File: config.mk
export PLATFORM = sky130hd
export DESIGN_NAME = conditional_move_decode
export DESIGN_NICKNAME = d
export VERILOG_FILES = /design/src/pkg/condmove_pkg.sv /design/src/conditional_move_decode.sv
export SDC_FILE = /design/constraint.sdc
export NUM_CORES = 1
export LEC_CHECK = 0
export BUFFER_PORTS_ARGS = -buffer_cell sky130_fd_sc_hd__buf_2
export CORE_ASPECT_RATIO = 1.25
export CORE_MARGIN = 8
export CORE_UTILIZATION = 36
export CTS_CLUSTER_DIAMETER = 40
export DETAILED_ROUTE_END_ITERATION = 8
export MAX_ROUTING_LAYER = met4
export PLACE_DENSITY = 0.77
export REMOVE_ABC_BUFFERS = 1
export SLEW_MARGIN = 20
export SYNTH_ARGS = -nofsm -noshare
export SYNTH_HDL_FRONTEND = slang
export SYNTH_SLANG_ARGS = --single-unit
File: constraint.sdc
create_clock -name mclk_in -period 0.8 [get_ports mclk_in]
set_input_delay 0.04 -clock mclk_in [delete_from_list [all_inputs] [get_ports mclk_in]]
set_output_delay 0.04 -clock mclk_in [all_outputs]
set_load 0.05 [all_outputs]
File: src/pkg/condmove_pkg.sv
package condmove_pkg;
    // ****************************************************************
    // Opcode bytes
    // ****************************************************************
    localparam logic [7:0] ESCAPE_BYTE = 8'h0f;
    localparam logic [7:0] OP_BELOW = 8'h42;
    localparam logic [7:0] OP_ABOVE_OR_EQUAL = 8'h43;
    localparam logic [7:0] OP_EQUAL = 8'h44;
    localparam logic [7:0] OP_NOT_EQUAL = 8'h45;
    localparam logic [7:0] OP_BELOW_OR_EQUAL = 8'h46;
    localparam logic [7:0] OP_LESS = 8'h4c;
    localparam logic [7:0] OP_GREATER_OR_EQUAL = 8'h4d;
    localparam logic [7:0] OP_LESS_OR_EQUAL = 8'h4e;
    localparam logic [7:0] OP_GREATER = 8'h4f;

    // ****************************************************************
    // ModR/M field layout
    // ****************************************************************
    localparam int MOD_HI = 7;
    localparam int MOD_LO = 6;
    localparam int REG_HI = 5;
    localparam int REG_LO = 3;
    localparam int RM_HI = 2;
    localparam int RM_LO = 0;
    localparam logic [1:0] MOD_REGISTER = 2'h3;

    // ****************************************************************
    // Widths, timing and reset values
    // ****************************************************************
    localparam int DATA_W = 32;
    localparam int REG_IDX_W = 3;
    localparam int EXEC_CLOCKS = 1;
    localparam logic [DATA_W-1:0] DATA_RESET = 32'h0000_0000;
    localparam logic [REG_IDX_W-1:0] REG_RESET = 3'h0;

    // Conditions handled by this block
    typedef enum {
        COND_NONE,
        COND_BELOW,
        COND_ABOVE_OR_EQUAL,
        COND_EQUAL,
        COND_NOT_EQUAL,
        COND_BELOW_OR_EQUAL,
        COND_LESS,
        COND_GREATER_OR_EQUAL,
        COND_LESS_OR_EQUAL,
        COND_GREATER
    } cond_t;
endpackage

File: src/conditional_move_decode.sv
// What this block does
// (RL1) Opcode 0F 46: move when carry or zero set; flags kept; one clock.
// (RL2) Opcode 0F 43: move when carry clear; flags kept; one clock.
// (RL3) Opcode 0F 42: move when carry set; flags kept; one clock.
// (RL4) Opcode 0F 44: move when zero set; flags kept; one clock.
// (RL5) Opcode 0F 45: move when zero clear; flags kept; one clock.
// (RL6) Opcode 0F 4F: move when zero clear and sign equals overflow; one clock.
// (RL7) Opcode 0F 4E: move when zero set or sign differs from overflow; one clock.
// (RL8) Opcode 0F 4C: move when sign differs from overflow; one clock.
// (RL9) Opcode 0F 4D: move when sign equals overflow; one clock.
// (RL10) Conditions come from carry, zero, sign and overflow in the usual way.
// (RL11) ModR/M reg picks destination, mod/rm picks source; false leaves destination.
`timescale 1ns/1ns
module conditional_move_decode (
    input wire logic mclk_in,
    input wire logic rst_n_in,
    input wire logic instr_valid_in,
    input wire logic [7:0] escape_byte_in,
    input wire logic [7:0] opcode_in,
    input wire logic [7:0] modrm_in,
    input wire logic carry_flag_in,
    input wire logic zero_flag_in,
    input wire logic sign_flag_in,
    input wire logic overflow_flag_in,
    input wire logic [31:0] rm_reg_data_in,
    input wire logic [31:0] mem_data_in,
    output logic done_out,
    output logic claimed_out,
    output logic mem_source_out,
    output logic [2:0] rm_index_out,
    output logic wr_en_out,
    output logic [2:0] wr_reg_out,
    output logic [31:0] wr_data_out,
    output logic flags_we_out
);
    // ****************************************************************
    // Decode
    // ****************************************************************

    // Map the second opcode byte onto a condition; anything else is not ours
    function automatic condmove_pkg::cond_t decode_cond(input logic [7:0] esc, input logic [7:0] op);
        condmove_pkg::cond_t c;
        c = condmove_pkg::COND_NONE;
        if (esc == condmove_pkg::ESCAPE_BYTE) begin
            case (op)
                condmove_pkg::OP_BELOW: c = condmove_pkg::COND_BELOW;
                condmove_pkg::OP_ABOVE_OR_EQUAL: c = condmove_pkg::COND_ABOVE_OR_EQUAL;
                condmove_pkg::OP_EQUAL: c = condmove_pkg::COND_EQUAL;
                condmove_pkg::OP_NOT_EQUAL: c = condmove_pkg::COND_NOT_EQUAL;
                condmove_pkg::OP_BELOW_OR_EQUAL: c = condmove_pkg::COND_BELOW_OR_EQUAL;
                condmove_pkg::OP_LESS: c = condmove_pkg::COND_LESS;
                condmove_pkg::OP_GREATER_OR_EQUAL: c = condmove_pkg::COND_GREATER_OR_EQUAL;
                condmove_pkg::OP_LESS_OR_EQUAL: c = condmove_pkg::COND_LESS_OR_EQUAL;
                condmove_pkg::OP_GREATER: c = condmove_pkg::COND_GREATER;
                default: c = condmove_pkg::COND_NONE;
            endcase
        end
        return c;
    endfunction

    // Evaluate a condition against the arithmetic flags
    function automatic logic cond_holds(input condmove_pkg::cond_t c, input logic cf, input logic zf,
                                        input logic sf, input logic of_f);
        logic r;
        r = 1'b0;
        case (c)
            condmove_pkg::COND_BELOW: r = cf; // see (RL3) (RL10)
            condmove_pkg::COND_ABOVE_OR_EQUAL: r = !cf; // see (RL2)
            condmove_pkg::COND_EQUAL: r = zf; // see (RL4)
            condmove_pkg::COND_NOT_EQUAL: r = !zf; // see (RL5)
            condmove_pkg::COND_BELOW_OR_EQUAL: r = cf | zf; // see (RL1) (RL10)
            condmove_pkg::COND_LESS: r = sf ^ of_f; // see (RL8) (RL10)
            condmove_pkg::COND_GREATER_OR_EQUAL: r = !(sf ^ of_f); // see (RL9)
            condmove_pkg::COND_LESS_OR_EQUAL: r = zf | (sf ^ of_f); // see (RL7) (RL10)
            condmove_pkg::COND_GREATER: r = !zf & !(sf ^ of_f); // see (RL6)
            default: r = 1'b0;
        endcase
        return r;
    endfunction

    // Combinational decode of the current instruction
    condmove_pkg::cond_t cond_w;
    wire logic ours_w;
    wire logic take_w;
    wire logic is_mem_w;
    wire logic [2:0] dest_w;
    wire logic [2:0] rm_w;
    wire logic [31:0] src_w;

    assign cond_w = decode_cond(escape_byte_in, opcode_in);
    assign ours_w = instr_valid_in && (cond_w != condmove_pkg::COND_NONE);
    assign take_w = ours_w && cond_holds(cond_w, carry_flag_in, zero_flag_in, sign_flag_in, overflow_flag_in);
    // Register source only for mod = 11, otherwise the fetched memory operand
    assign is_mem_w = modrm_in[condmove_pkg::MOD_HI:condmove_pkg::MOD_LO] != condmove_pkg::MOD_REGISTER; // see (RL11)
    assign dest_w = modrm_in[condmove_pkg::REG_HI:condmove_pkg::REG_LO]; // see (RL11)
    assign rm_w = modrm_in[condmove_pkg::RM_HI:condmove_pkg::RM_LO];
    assign src_w = is_mem_w ? mem_data_in : rm_reg_data_in;

    // ****************************************************************
    // Execute: one clock from acceptance to the write
    // ****************************************************************

    // A false condition still completes but raises no write enable, so the
    // destination keeps its value; the memory operand is still consumed.
    always_ff @(posedge mclk_in or negedge rst_n_in) begin
        if (!rst_n_in) begin
            done_out <= 1'b0;
            claimed_out <= 1'b0;
            mem_source_out <= 1'b0;
            rm_index_out <= condmove_pkg::REG_RESET;
            wr_en_out <= 1'b0;
            wr_reg_out <= condmove_pkg::REG_RESET;
            wr_data_out <= condmove_pkg::DATA_RESET;
            flags_we_out <= 1'b0;
        end else begin
            done_out <= ours_w; // see (RL1) (RL2) (RL3) (RL4) (RL5)
            claimed_out <= ours_w;
            mem_source_out <= ours_w && is_mem_w;
            rm_index_out <= rm_w;
            wr_en_out <= take_w; // see (RL11) (RL6) (RL7) (RL8) (RL9)
            wr_reg_out <= dest_w;
            wr_data_out <= src_w;
            flags_we_out <= 1'b0; // Flags are never written by these moves
        end
    end

    // ****************************************************************
    // Checks
    // ****************************************************************

    // Every check triggered by an accepted instruction looks one clock later; flags are taken as they
    // stood at acceptance, since a later flag change must not alter the result
    a_below_eq_move: assert property (@(posedge mclk_in) disable iff (!rst_n_in) // see (RL1)
        (instr_valid_in && escape_byte_in == condmove_pkg::ESCAPE_BYTE
         && opcode_in == condmove_pkg::OP_BELOW_OR_EQUAL)
        |=> (done_out && !flags_we_out && wr_en_out == ($past(carry_flag_in) | $past(zero_flag_in))))
        else $error("below-or-equal move wrong");

    a_above_eq_move: assert property (@(posedge mclk_in) disable iff (!rst_n_in) // see (RL2)
        (instr_valid_in && escape_byte_in == condmove_pkg::ESCAPE_BYTE
         && opcode_in == condmove_pkg::OP_ABOVE_OR_EQUAL)
        |=> (done_out && wr_en_out == !$past(carry_flag_in)))
        else $error("above-or-equal move wrong");

    a_below_move: assert property (@(posedge mclk_in) disable iff (!rst_n_in) // see (RL3)
        (instr_valid_in && escape_byte_in == condmove_pkg::ESCAPE_BYTE
         && opcode_in == condmove_pkg::OP_BELOW && carry_flag_in)
        |=> (wr_en_out && wr_data_out == (($past(modrm_in[condmove_pkg::MOD_HI:condmove_pkg::MOD_LO])
                                           == condmove_pkg::MOD_REGISTER) ? $past(rm_reg_data_in)
                                                                          : $past(mem_data_in))))
        else $error("below move did not write source");

    a_equal_move: assert property (@(posedge mclk_in) disable iff (!rst_n_in) // see (RL4)
        (instr_valid_in && escape_byte_in == condmove_pkg::ESCAPE_BYTE
         && opcode_in == condmove_pkg::OP_EQUAL)
        |=> (wr_en_out == $past(zero_flag_in)))
        else $error("equal move wrong");

    a_not_equal_move: assert property (@(posedge mclk_in) disable iff (!rst_n_in) // see (RL5)
        (instr_valid_in && escape_byte_in == condmove_pkg::ESCAPE_BYTE
         && opcode_in == condmove_pkg::OP_NOT_EQUAL && zero_flag_in)
        |=> (done_out && !wr_en_out))
        else $error("not-equal move wrote on zero");

    a_greater_move: assert property (@(posedge mclk_in) disable iff (!rst_n_in) // see (RL6)
        (instr_valid_in && escape_byte_in == condmove_pkg::ESCAPE_BYTE && opcode_in == condmove_pkg::OP_GREATER)
        |=> (wr_en_out == (!$past(zero_flag_in) && ($past(sign_flag_in) == $past(overflow_flag_in)))))
        else $error("greater move wrong");

    a_less_eq_move: assert property (@(posedge mclk_in) disable iff (!rst_n_in) // see (RL7)
        (instr_valid_in && escape_byte_in == condmove_pkg::ESCAPE_BYTE
         && opcode_in == condmove_pkg::OP_LESS_OR_EQUAL)
        |=> (wr_en_out == ($past(zero_flag_in) || ($past(sign_flag_in) != $past(overflow_flag_in)))))
        else $error("less-or-equal move wrong");

    a_less_move: assert property (@(posedge mclk_in) disable iff (!rst_n_in) // see (RL8)
        (instr_valid_in && escape_byte_in == condmove_pkg::ESCAPE_BYTE && opcode_in == condmove_pkg::OP_LESS)
        |=> (wr_en_out == ($past(sign_flag_in) ^ $past(overflow_flag_in))))
        else $error("less move wrong");

    a_greater_eq_move: assert property (@(posedge mclk_in) disable iff (!rst_n_in) // see (RL9)
        (instr_valid_in && escape_byte_in == condmove_pkg::ESCAPE_BYTE
         && opcode_in == condmove_pkg::OP_GREATER_OR_EQUAL)
        |=> (wr_en_out == ($past(sign_flag_in) == $past(overflow_flag_in))))
        else $error("greater-or-equal move wrong");

    a_write_needs_done: assert property (@(posedge mclk_in) disable iff (!rst_n_in) // see (RL10)
        wr_en_out |-> (done_out && !flags_we_out))
        else $error("write without completion or with flag write");

    a_modrm_routing: assert property (@(posedge mclk_in) disable iff (!rst_n_in) // see (RL11)
        ours_w |=> (wr_reg_out == $past(modrm_in[condmove_pkg::REG_HI:condmove_pkg::REG_LO])
                    && rm_index_out == $past(modrm_in[condmove_pkg::RM_HI:condmove_pkg::RM_LO])
                    && mem_source_out == ($past(modrm_in[condmove_pkg::MOD_HI:condmove_pkg::MOD_LO])
                                          != condmove_pkg::MOD_REGISTER)))
        else $error("modrm routing wrong");

    // Register form: the r/m register value is what gets written
    a_reg_source: assert property (@(posedge mclk_in) disable iff (!rst_n_in) // see (RL11)
        (ours_w && modrm_in[condmove_pkg::MOD_HI:condmove_pkg::MOD_LO] == condmove_pkg::MOD_REGISTER)
        |=> (!mem_source_out && wr_data_out == $past(rm_reg_data_in)))
        else $error("register source not routed");

    // Memory form: the fetched operand is what gets written
    a_mem_source: assert property (@(posedge mclk_in) disable iff (!rst_n_in) // see (RL11)
        (ours_w && modrm_in[condmove_pkg::MOD_HI:condmove_pkg::MOD_LO] != condmove_pkg::MOD_REGISTER)
        |=> (mem_source_out && wr_data_out == $past(mem_data_in)))
        else $error("memory source not routed");

    // A cycle that is invalid or lacks the escape byte must leave every pulse low on the next edge
    a_refused_quiet: assert property (@(posedge mclk_in) disable iff (!rst_n_in) // see (RL11)
        (!instr_valid_in || escape_byte_in != condmove_pkg::ESCAPE_BYTE)
        |=> (!done_out && !claimed_out && !wr_en_out && !mem_source_out))
        else $error("unclaimed cycle produced output");

    // Flags belong to the flag datapath; this block never asks for a write
    a_flags_kept: assert property (@(posedge mclk_in) disable iff (!rst_n_in) // see (RL1)
        !flags_we_out)
        else $error("flag write requested");

    // Claim and completion are one pulse, so retire logic may use either
    a_claim_done: assert property (@(posedge mclk_in) disable iff (!rst_n_in) // see (RL11)
        claimed_out == done_out)
        else $error("claim and completion disagree");

endmodule // conditional_move_decode

==> metrics, run 1 <==
kind of critical path flip-flop to output pin; area share of the largest cell type after synthesis 61.5%; Final Cell Area 0.00346 sq mm; final setup TNS -3.38 ns; number of synthesized register bits 41; Arrival @ worst endpoint 0.88 ns; First-pass DRT Iterations 4; M1 wire length 2.89 mm; CTS sink count 41; Top delay family on crit path flip-flops; outcome finished with violations; Worst Setup SP wr_data_out[21]; Final period util 115%; critical path endpoint category output pin; vias in the first global route 2080; Yosys cell types 27; FF/Latch Area 0.00103 sq mm; xor/xnor share of the synthesized area 1.05%; RSZ-0062 raised after global routing true; pin count of the biggest net entering global routing 34; area of the multi-input gates 688 sq um; Ys Warns 0; Area contributors post-synth dfrtp_1 (61%), mux2_1 (22%), a21oi_1 (1.8%), nor2_1 (1.3%), nor4_4 (1.3%); Peak VDD IR 0.00104 V; CTS Buf Count 5; final wirelength 8.06 mm; via density per instance 4.84; WP data required 0.76 ns; final setup violation count 55; die area 0.00708 sq mm; Final Slew Violations 0; CTS tree built; Syn Area/Cell 13.9 sq um; Synth Area in Simple Gates 7.87%; root buf cell clkbuf_8; final hold violations 7; WL met2 4.27 mm; std cell rows 27; Mapped Area 0.00167 sq mm; post-synthesis sequential area ratio 61.5%; Area after DPL 0.00242 sq mm; global placement routability congestion 0.827; largest family of logic cells by synthesized area multiplexers; DR top layer met4; die width 76.9 um; crit-path max FO 1; number of fill cells 260; metal3 WL 747 um; Yosys top cell by area dfrtp_1; Period minus WS final 0.918 ns; failing checks negative hold slack, negative setup slack; post-synthesis mux area share 21.6%; grt total ovfl 0; drt drc 0; crit path max-delay cell type dfrtp_1; Critical Path Max Stage Delay 0.42 ns; min-delay worst type input pin to flip-flop; clk buf depth 2; DP Wirelength 4.37 mm; share of cells above drive strength 1 53.1%; Leak Pwr 1.78 nW; Layout Nets 404; fmax 1090 MHz; number of max-cap violations 0; first-pass GRT wire length 11.4 mm; Port Buffers 136; CP Cell Sequence buf_6; min-delay src mem_data_in[0]; CORE AREA 0.00443 sq mm; CP Buf/Inv Count 1; Cell Pwr Density 1630 mW/mm^2; slack of the critical path -0.118 ns; initial antenna violation count 2; Initial Util 37.7%; total track usage 21.6%; DR iter-0 viols 65; Post-Place Worst Slack -0.360 ns; CP startpoint kind flip-flop; synthesized-area fraction occupied by adder cells 0%; Layout Utilization 78.1%; Area Overhead vs Synth 107%; Synth Instances 120; Clk pin slew, worst setup/hold paths 0.08 ns; # IOs 138; H-tree depth 2; Die H 92.1 um; via count 1785; final hold slack -0.0257 ns; DRT antenna net count 0; complex-gate fraction of the synthesized area 4.80%; post-DR wirelength/cell 21.8 um
-- registers in the layout, indices dropped and copies added, names as in the netlist --
name,count
mem_source_out,1
wr_data_out,32
wr_en_out,1
rm_index_out,3
wr_reg_out,3
claimed_out,1
-- cell type report --
cell class              count  area share (%)
diodes                      2           0.145
repair buffers            189            45.1
multi-input cells          71            19.9
clock buffers               5            1.99
clock inverters             2            1.01
flip-flops and latches     41            29.7
inverters                   1           0.109
well taps                  58            2.10
-- logic make-up after synthesis --
| family | Yosys count |
|---|---|
| flip-flops | 41 |
| multiplexers | 32 |
| AND/OR/NAND/NOR | 23 |
| AO/OA/AOI/OAI | 13 |
| buffers and inverters | 8 |
| XOR/XNOR | 2 |
| other | 1 |
-- repair_timing --
| item | in CTS | in global routing |
|---|---|---|
| gates resized for setup | 88 | 31 |
| endpoints found under the setup margin | 43 | 67 |
| hold buffers | 43 | 12 |
| pin swaps | 5 | 3 |
| gates cloned | 0 | 0 |
| setup buffers | 0 | 1 |
| hold endpoints to repair | 79 | 18 |
-- placed cells by master, fill, tap and decap left out, drive strengths merged --
master,synthesis,final
o21ai,3,3
buf,7,134
inv,1,1
and2,1,1
nand4b,1,1
a21oi,6,6
nor3,2,2
bufinv,0,1
xnor2,1,1
clkbuf,0,5
nor2,6,6
dlygate4sd3,0,47
xor2,1,1
o21a,1,1
nor4,3,3
diode,0,2
o211ai,1,1
mux2,32,32
and3,1,1
a31oi,1,1
nor3b,1,1
dfrtp,41,41
nand2,5,5
conb,1,1
clkinv,0,1
nand3,1,1
o31a,1,1
nand2b,2,2
dlymetal6s4s,0,8
-- Yosys cell counts --
master and number:
nand3_1 1, inv_1 1, buf_4 2, conb_1 1, and3_1 1, dfrtp_1 41, nand4b_1 1, nor4_1 2
o21ai_1 2, nand2_1 5, nor4_4 1, xor2_1 1, o21ai_0 1, nor3_1 2, nand2b_1 2, o21a_1 1
and2_1 1, mux2_1 32, o31a_1 1, a31oi_1 1, a21oi_1 6, o211ai_2 1, nor3b_1 1, xnor2_1 1
buf_6 1, buf_2 4, nor2_1 6
-- layer usage --
layer	vias up	global-route usage, %
met5	-	-
met4	0	6.27
met3	16	7.52
met2	129	40.0
met1	848	20.4
li1	792	-
-- report_power, final --
group / switching, mW / leakage (nW) / internal [mW]
clock: 0.691 / 0.0540 / 0.907
combinational: 0.934 / 1.24 / 0.812
sequential: 0.0830 / 0.485 / 2.21
total: 1.71 / 1.78 / 3.93
-- through the flow --
stage | power [mW] | cells
detailed placement | 3.50 | 310
finish | 5.64 | 369
global route | 5.85 | 369
CTS | 5.45 | 360
floorplan | 2.99 | 113
global placement | 3.48 | 310
-- worst paths after layout --
path                                    to  slack (ns)  depth (start not counted)
min in group asynchronous   wr_data_out[3]        0.14                          2
worst min-delay path        wr_data_out[0]       -0.03                          2
worst max-delay path       wr_data_out[21]       -0.12                          1
max in group asynchronous  rm_index_out[2]        0.21                          3
No activity file was read; power rests on OpenSTA's default activity.
==> run 2, diff against run 1 <==
- MAX_ROUTING_LAYER: met4 -> default
==> metrics, run 2 (synthesis gave the netlist of run 1 again) <==
outcome finished with violations (unchanged); failing checks negative hold slack, negative setup slack (unchanged); Clk pin slew, worst setup/hold paths 0.08 ns (about the same); vias in the first global route 2084 (was 2080); Final period util 114% (was 115%); final hold slack -0.0169 ns (was -0.0257 ns); DP Wirelength 4.37 mm (unchanged); min-delay worst type input pin to flip-flop (unchanged); Arrival @ worst endpoint 0.87 ns (was 0.88 ns); min-delay src mem_data_in[0] (unchanged); Worst Setup SP wr_data_out[21] (unchanged); most frequent cells in the layout buf_2 (85), dlygate4sd3_1 (47), buf_6 (45) (unchanged); CP startpoint kind flip-flop (unchanged); Non-Filler Instances 368 (was 369); Initial Util 37.7% (unchanged); commonest non-fill, non-tap cell in the layout buf_2 (unchanged); DRT antenna net count 0 (unchanged); Period minus WS final 0.910 ns (was 0.918 ns); clk buf depth 2 (unchanged); slack of the critical path -0.110 ns (was -0.118 ns); die width 76.9 um (unchanged); std cell rows 27 (unchanged); Top Registers wr_data_out x32, rm_index_out x3, wr_reg_out x3 (unchanged); via density per instance 4.92 (was 4.84); CTS tree built (unchanged); root buf cell clkbuf_8 (unchanged); total track usage 20.9% (was 21.6%); CTS Buf Count 5 (unchanged); # IOs 138 (unchanged); Critical Path Max Stage Delay 0.41 ns (was 0.42 ns); Seq pwr share 40.8% (was 40.7%); CORE AREA 0.00443 sq mm (unchanged); H-tree depth 2 (unchanged); final setup TNS -3.30 ns (was -3.38 ns); Final Slew Violations 0 (unchanged); fmax 1100 MHz (was 1090 MHz); sw frac 30.1% (was 30.3%); placed insts 310 (unchanged); max FFs per register 32 (unchanged); WP data required 0.76 ns (about the same); DR iter-0 viols 92 (was 65); Area Overhead vs Synth 107% (about the same); NetSw 1.69 mW (was 1.71 mW); Post-Place Worst Slack -0.360 ns (unchanged); CTS sink count 41 (unchanged); first-pass GRT wire length 11.4 mm (about the same); Port Buffers 136 (unchanged); Clk pwr share 28.1% (was 28.4%); Layout Utilization 78.1% (about the same); final setup violation count 58 (was 55); Peak VDD IR 0.00107 V (was 0.00104 V); RSZ-0062 raised after global routing true (unchanged); final wirelength 8.09 mm (was 8.06 mm); Int Pwr 3.93 mW (about the same); combinational share of power 31.1% (was 31.0%); global placement routability congestion 0.815 (was 0.827); share of cells above drive strength 1 53.1% (unchanged); First-pass DRT Iterations 5 (was 4); via count 1811 (was 1785); Die H 92.1 um (unchanged); CP Cell Sequence buf_6 (unchanged); Tot Pwr 5.62 mW (was 5.64 mW); kind of critical path flip-flop to output pin (unchanged); critical path endpoint category output pin (unchanged); drt drc 0 (unchanged); Top delay family on crit path flip-flops (unchanged); post-DR wirelength/cell 22.0 um (was 21.8 um); crit path max-delay cell type dfrtp_1 (unchanged); final hold violations 4 (was 7); initial antenna violation count 1 (was 2); grt total ovfl 0 (unchanged); Leak Pwr 1.78 nW (unchanged); Layout Nets 404 (unchanged); pin count of the biggest net entering global routing 34 (unchanged); die area 0.00708 sq mm (unchanged); Cell Pwr Density 1630 mW/mm^2 (about the same); Top reg by flops wr_data_out (unchanged); CP Buf/Inv Count 1 (unchanged); crit-path max FO 1 (unchanged); number of max-cap violations 0 (unchanged)
## run 2: cell types whose count changed in the layout (fill, tap and decap cells not counted), sizes merged
cell and change:
diode -1
## run 2: repair_timing
item                                    in CTS  in global routing
hold buffers                                43                 12
hold endpoints to repair                    79                 18
endpoints found under the setup margin      43                 67
pin swaps                                    5                  3
resized for setup                           88                 31
setup buffers                                0                  1
## run 2: per-stage QoR
step	hold WS, ns	area, sq um
2_1_floorplan	-0.256	1620
3_3_place_gp	-0.0831	2420
3_5_place_dp	-0.0752	2420
4_1_cts	-0.0287	3240
5_1_grt	-0.0233	3450
6_report	-0.0169	3450
## run 2: path summary, 6_finish.rpt
check | endpoint | slack (ns) | depth (start not counted)
min in group asynchronous | wr_data_out[3] | 0.14 | 2
max in group asynchronous | rm_index_out[2] | 0.21 | 3
hold / removal | wr_data_out[0] | -0.02 | 2
setup / recovery | wr_data_out[21] | -0.11 | 1
## run 2: cell type report
cell class,count,area (sq um)
clock buffer,5,68.8
multi-input combinational,71,688
fill,259,971
inverter,1,3.75
timing repair buffer,189,1560
sequential,41,1030
tap,58,72.6
antenna,1,2.50
clock inverter,2,35.0
## run 2: routing by layer
metal  wire [um]  global-route usage, %  part of all wire (%)  vias to the layer above
met5           0                      0                     0                        -
met4         176                   6.27                   2.2                        0
met3         740                   8.30                   9.1                       16
met2        4310                   40.1                    53                      132
met1        2860                   19.7                    35                      874
li1            -                      -                     -                      789
## run 2: power by group through the flow
stage / Combinational [mW] / Sequential (mW) / Clock, mW
2_1_floorplan: 0.201 / 2.79 / 0
3_3_place_gp: 1.20 / 2.27 / 0
3_5_place_dp: 1.22 / 2.28 / 0
4_1_cts: 1.57 / 2.28 / 1.60
5_1_grt: 1.83 / 2.30 / 1.73
6_report: 1.75 / 2.29 / 1.58
==> run 3, diff against run 2 <==
- PLACE_DENSITY: 0.77 -> 0.85
==> metrics, run 3 (synthesis gave the netlist of run 1 again) <==
Top reg by flops wr_data_out (unchanged); First-pass DRT Iterations 4 (was 5); pin count of the biggest net entering global routing 42 (was 34); H-tree depth 2 (unchanged); final setup TNS -2.81 ns (was -3.30 ns); final hold slack -0.0209 ns (was -0.0169 ns); critical path endpoint category output pin (unchanged); via density per instance 4.79 (was 4.92); # IOs 138 (unchanged); Tot Pwr 5.33 mW (was 5.62 mW); Hold EP wr_data_out[3] (was wr_data_out[0]); Leak Pwr 1.77 nW (was 1.78 nW); WP data required 0.76 ns (about the same); outcome finished with violations (unchanged); die width 76.9 um (unchanged); Area after DPL 0.00242 sq mm (about the same); kind of critical path flip-flop to output pin (unchanged); post-DR wirelength/cell 19.4 um (was 22.0 um); DR iter-0 viols 67 (was 92); initial antenna violation count 1 (unchanged); Peak VDD IR 0.00102 V (was 0.00107 V); CP startpoint kind flip-flop (unchanged); Area Overhead vs Synth 111% (was 107%); number of max-cap violations 0 (unchanged); DP Wirelength 4.10 mm (was 4.37 mm); Clk pwr share 23.9% (was 28.1%); CP Buf/Inv Count 1 (unchanged); crit path max-delay cell type dfrtp_1 (unchanged); final setup violation count 56 (was 58); Final period util 113% (was 114%); Top delay family on crit path flip-flops (unchanged); Initial Util 37.7% (unchanged); CTS tree built (unchanged); DRT antenna net count 0 (unchanged); share of cells above drive strength 1 53.8% (was 53.1%); Seq pwr share 42.8% (was 40.8%); final hold violations 4 (unchanged); global placement routability congestion 0.804 (was 0.815); Top Registers wr_data_out x32, rm_index_out x3, wr_reg_out x3 (unchanged); max FFs per register 32 (unchanged); Final Slew Violations 0 (unchanged); Critical Path Max Stage Delay 0.41 ns (about the same); Die H 92.1 um (unchanged); NetSw 1.67 mW (was 1.69 mW); Period minus WS final 0.902 ns (was 0.910 ns); Int Pwr 3.65 mW (was 3.93 mW); RSZ-0062 raised after global routing true (unchanged); number of fill cells 266 (was 259); grt total ovfl 0 (unchanged); Layout Nets 410 (was 404); commonest non-fill, non-tap cell in the layout buf_2 (unchanged); std cell rows 27 (unchanged); Port Buffers 136 (unchanged); Worst Setup SP claimed_out (was wr_data_out[21]); clk buf depth 2 (unchanged); CORE AREA 0.00443 sq mm (unchanged); slack of the critical path -0.102 ns (was -0.110 ns); Arrival @ worst endpoint 0.86 ns (was 0.87 ns); min-delay src rm_reg_data_in[3] (was mem_data_in[0]); failing checks negative hold slack, negative setup slack (unchanged); Final Cell Area 0.00352 sq mm (was 0.00345 sq mm); die area 0.00708 sq mm (unchanged); root buf cell clkbuf_8 (unchanged); first-pass GRT wire length 10.3 mm (was 11.4 mm); placed insts 309 (was 310); crit-path max FO 2 (was 1); drt drc 0 (unchanged); most frequent cells in the layout buf_2 (88), dlygate4sd3_1 (54), buf_6 (45) (was buf_2 (85), dlygate4sd3_1 (47), buf_6 (45)); FF/Latch Area 0.00103 sq mm (unchanged); CTS sink count 41 (unchanged); area of the multi-input gates 729 sq um (was 688 sq um); Non-Filler Instances 375 (was 368); sw frac 31.4% (was 30.1%); CP Cell Sequence buf_6 (unchanged); Cell Pwr Density 1520 mW/mm^2 (was 1630 mW/mm^2); combinational share of power 33.4% (was 31.1%); via count 1795 (was 1811); Clk pin slew, worst setup/hold paths 0.07 ns (was 0.08 ns); vias in the first global route 2091 (was 2084); Hold Path Depth 2 (unchanged); Post-CTS Setup Bufs 0 (unchanged); min-delay worst type input pin to flip-flop (unchanged); fmax 1110 MHz (was 1100 MHz); total track usage 18.7% (was 20.9%); CTS Buf Count 5 (unchanged); final wirelength 7.26 mm (was 8.09 mm)
==> run 3: changes by cell type in the layout (fill, tap and decap cells not counted), sizes merged <==
cell	delta
dlygate4sd3	+7
dlymetal6s4s	-4
buf	+2
clkbuf	+2
bufinv	-1
clkinv	+1
==> run 3: worst max-delay path by stage <==
stage                                end  slack [ns]  cells past startpoint
final                        claimed_out       -0.10                      1
after global routing         claimed_out       -0.13                      1
after floorplan           wr_data_out[0]       -0.47                      2
after detailed placement       wr_en_out       -0.35                      6
after CTS                       done_out       -0.11                      1
after global placement         wr_en_out       -0.31                      6
==> run 3: stage by stage <==
step	worst slack (ns)	util [%]
final	-0.102	79.5
after global routing	-0.134	79.5
after CTS	-0.112	73.5
after detailed placement	-0.352	54.6
after global placement	-0.311	54.6
after floorplan	-0.470	-
==> run 3: per-layer routing <==
| metal | up-vias | global-route usage [%] | routed length [um] |
|---|---|---|---|
| met5 | - | 0 | 0 |
| met4 | 0 | 7.88 | 187 |
| met3 | 14 | 7.52 | 556 |
| met2 | 111 | 36.6 | 4100 |
| met1 | 865 | 16.2 | 2420 |
| li1 | 805 | - | - |
==> run 3: final cells by class <==
class	count	area share (%)
tap	58	2.06
clock inverter	2	0.285
antenna	1	0.0711
timing repair buffer	195	45.5
clock buffer	6	2.06
inverter	1	0.107
sequential	41	29.2
multi-input combinational	71	20.7
==> run 3: power groups by stage <==
stage | combinational, mW | clock (mW) | sequential [mW]
6_report | 1.78 | 1.27 | 2.28
5_1_grt | 1.86 | 1.41 | 2.29
4_1_cts | 1.58 | 1.32 | 2.27
3_5_place_dp | 1.22 | 0 | 2.28
3_3_place_gp | 1.19 | 0 | 2.27
2_1_floorplan | 0.201 | 0 | 2.79
==> run 3: what timing repair did <==
item,4_1_cts,5_1_grt
hold endpoints to repair,78,19
endpoints found under the setup margin,43,63
resized for setup,91,33
hold buffers,46,12
pin swaps,5,9
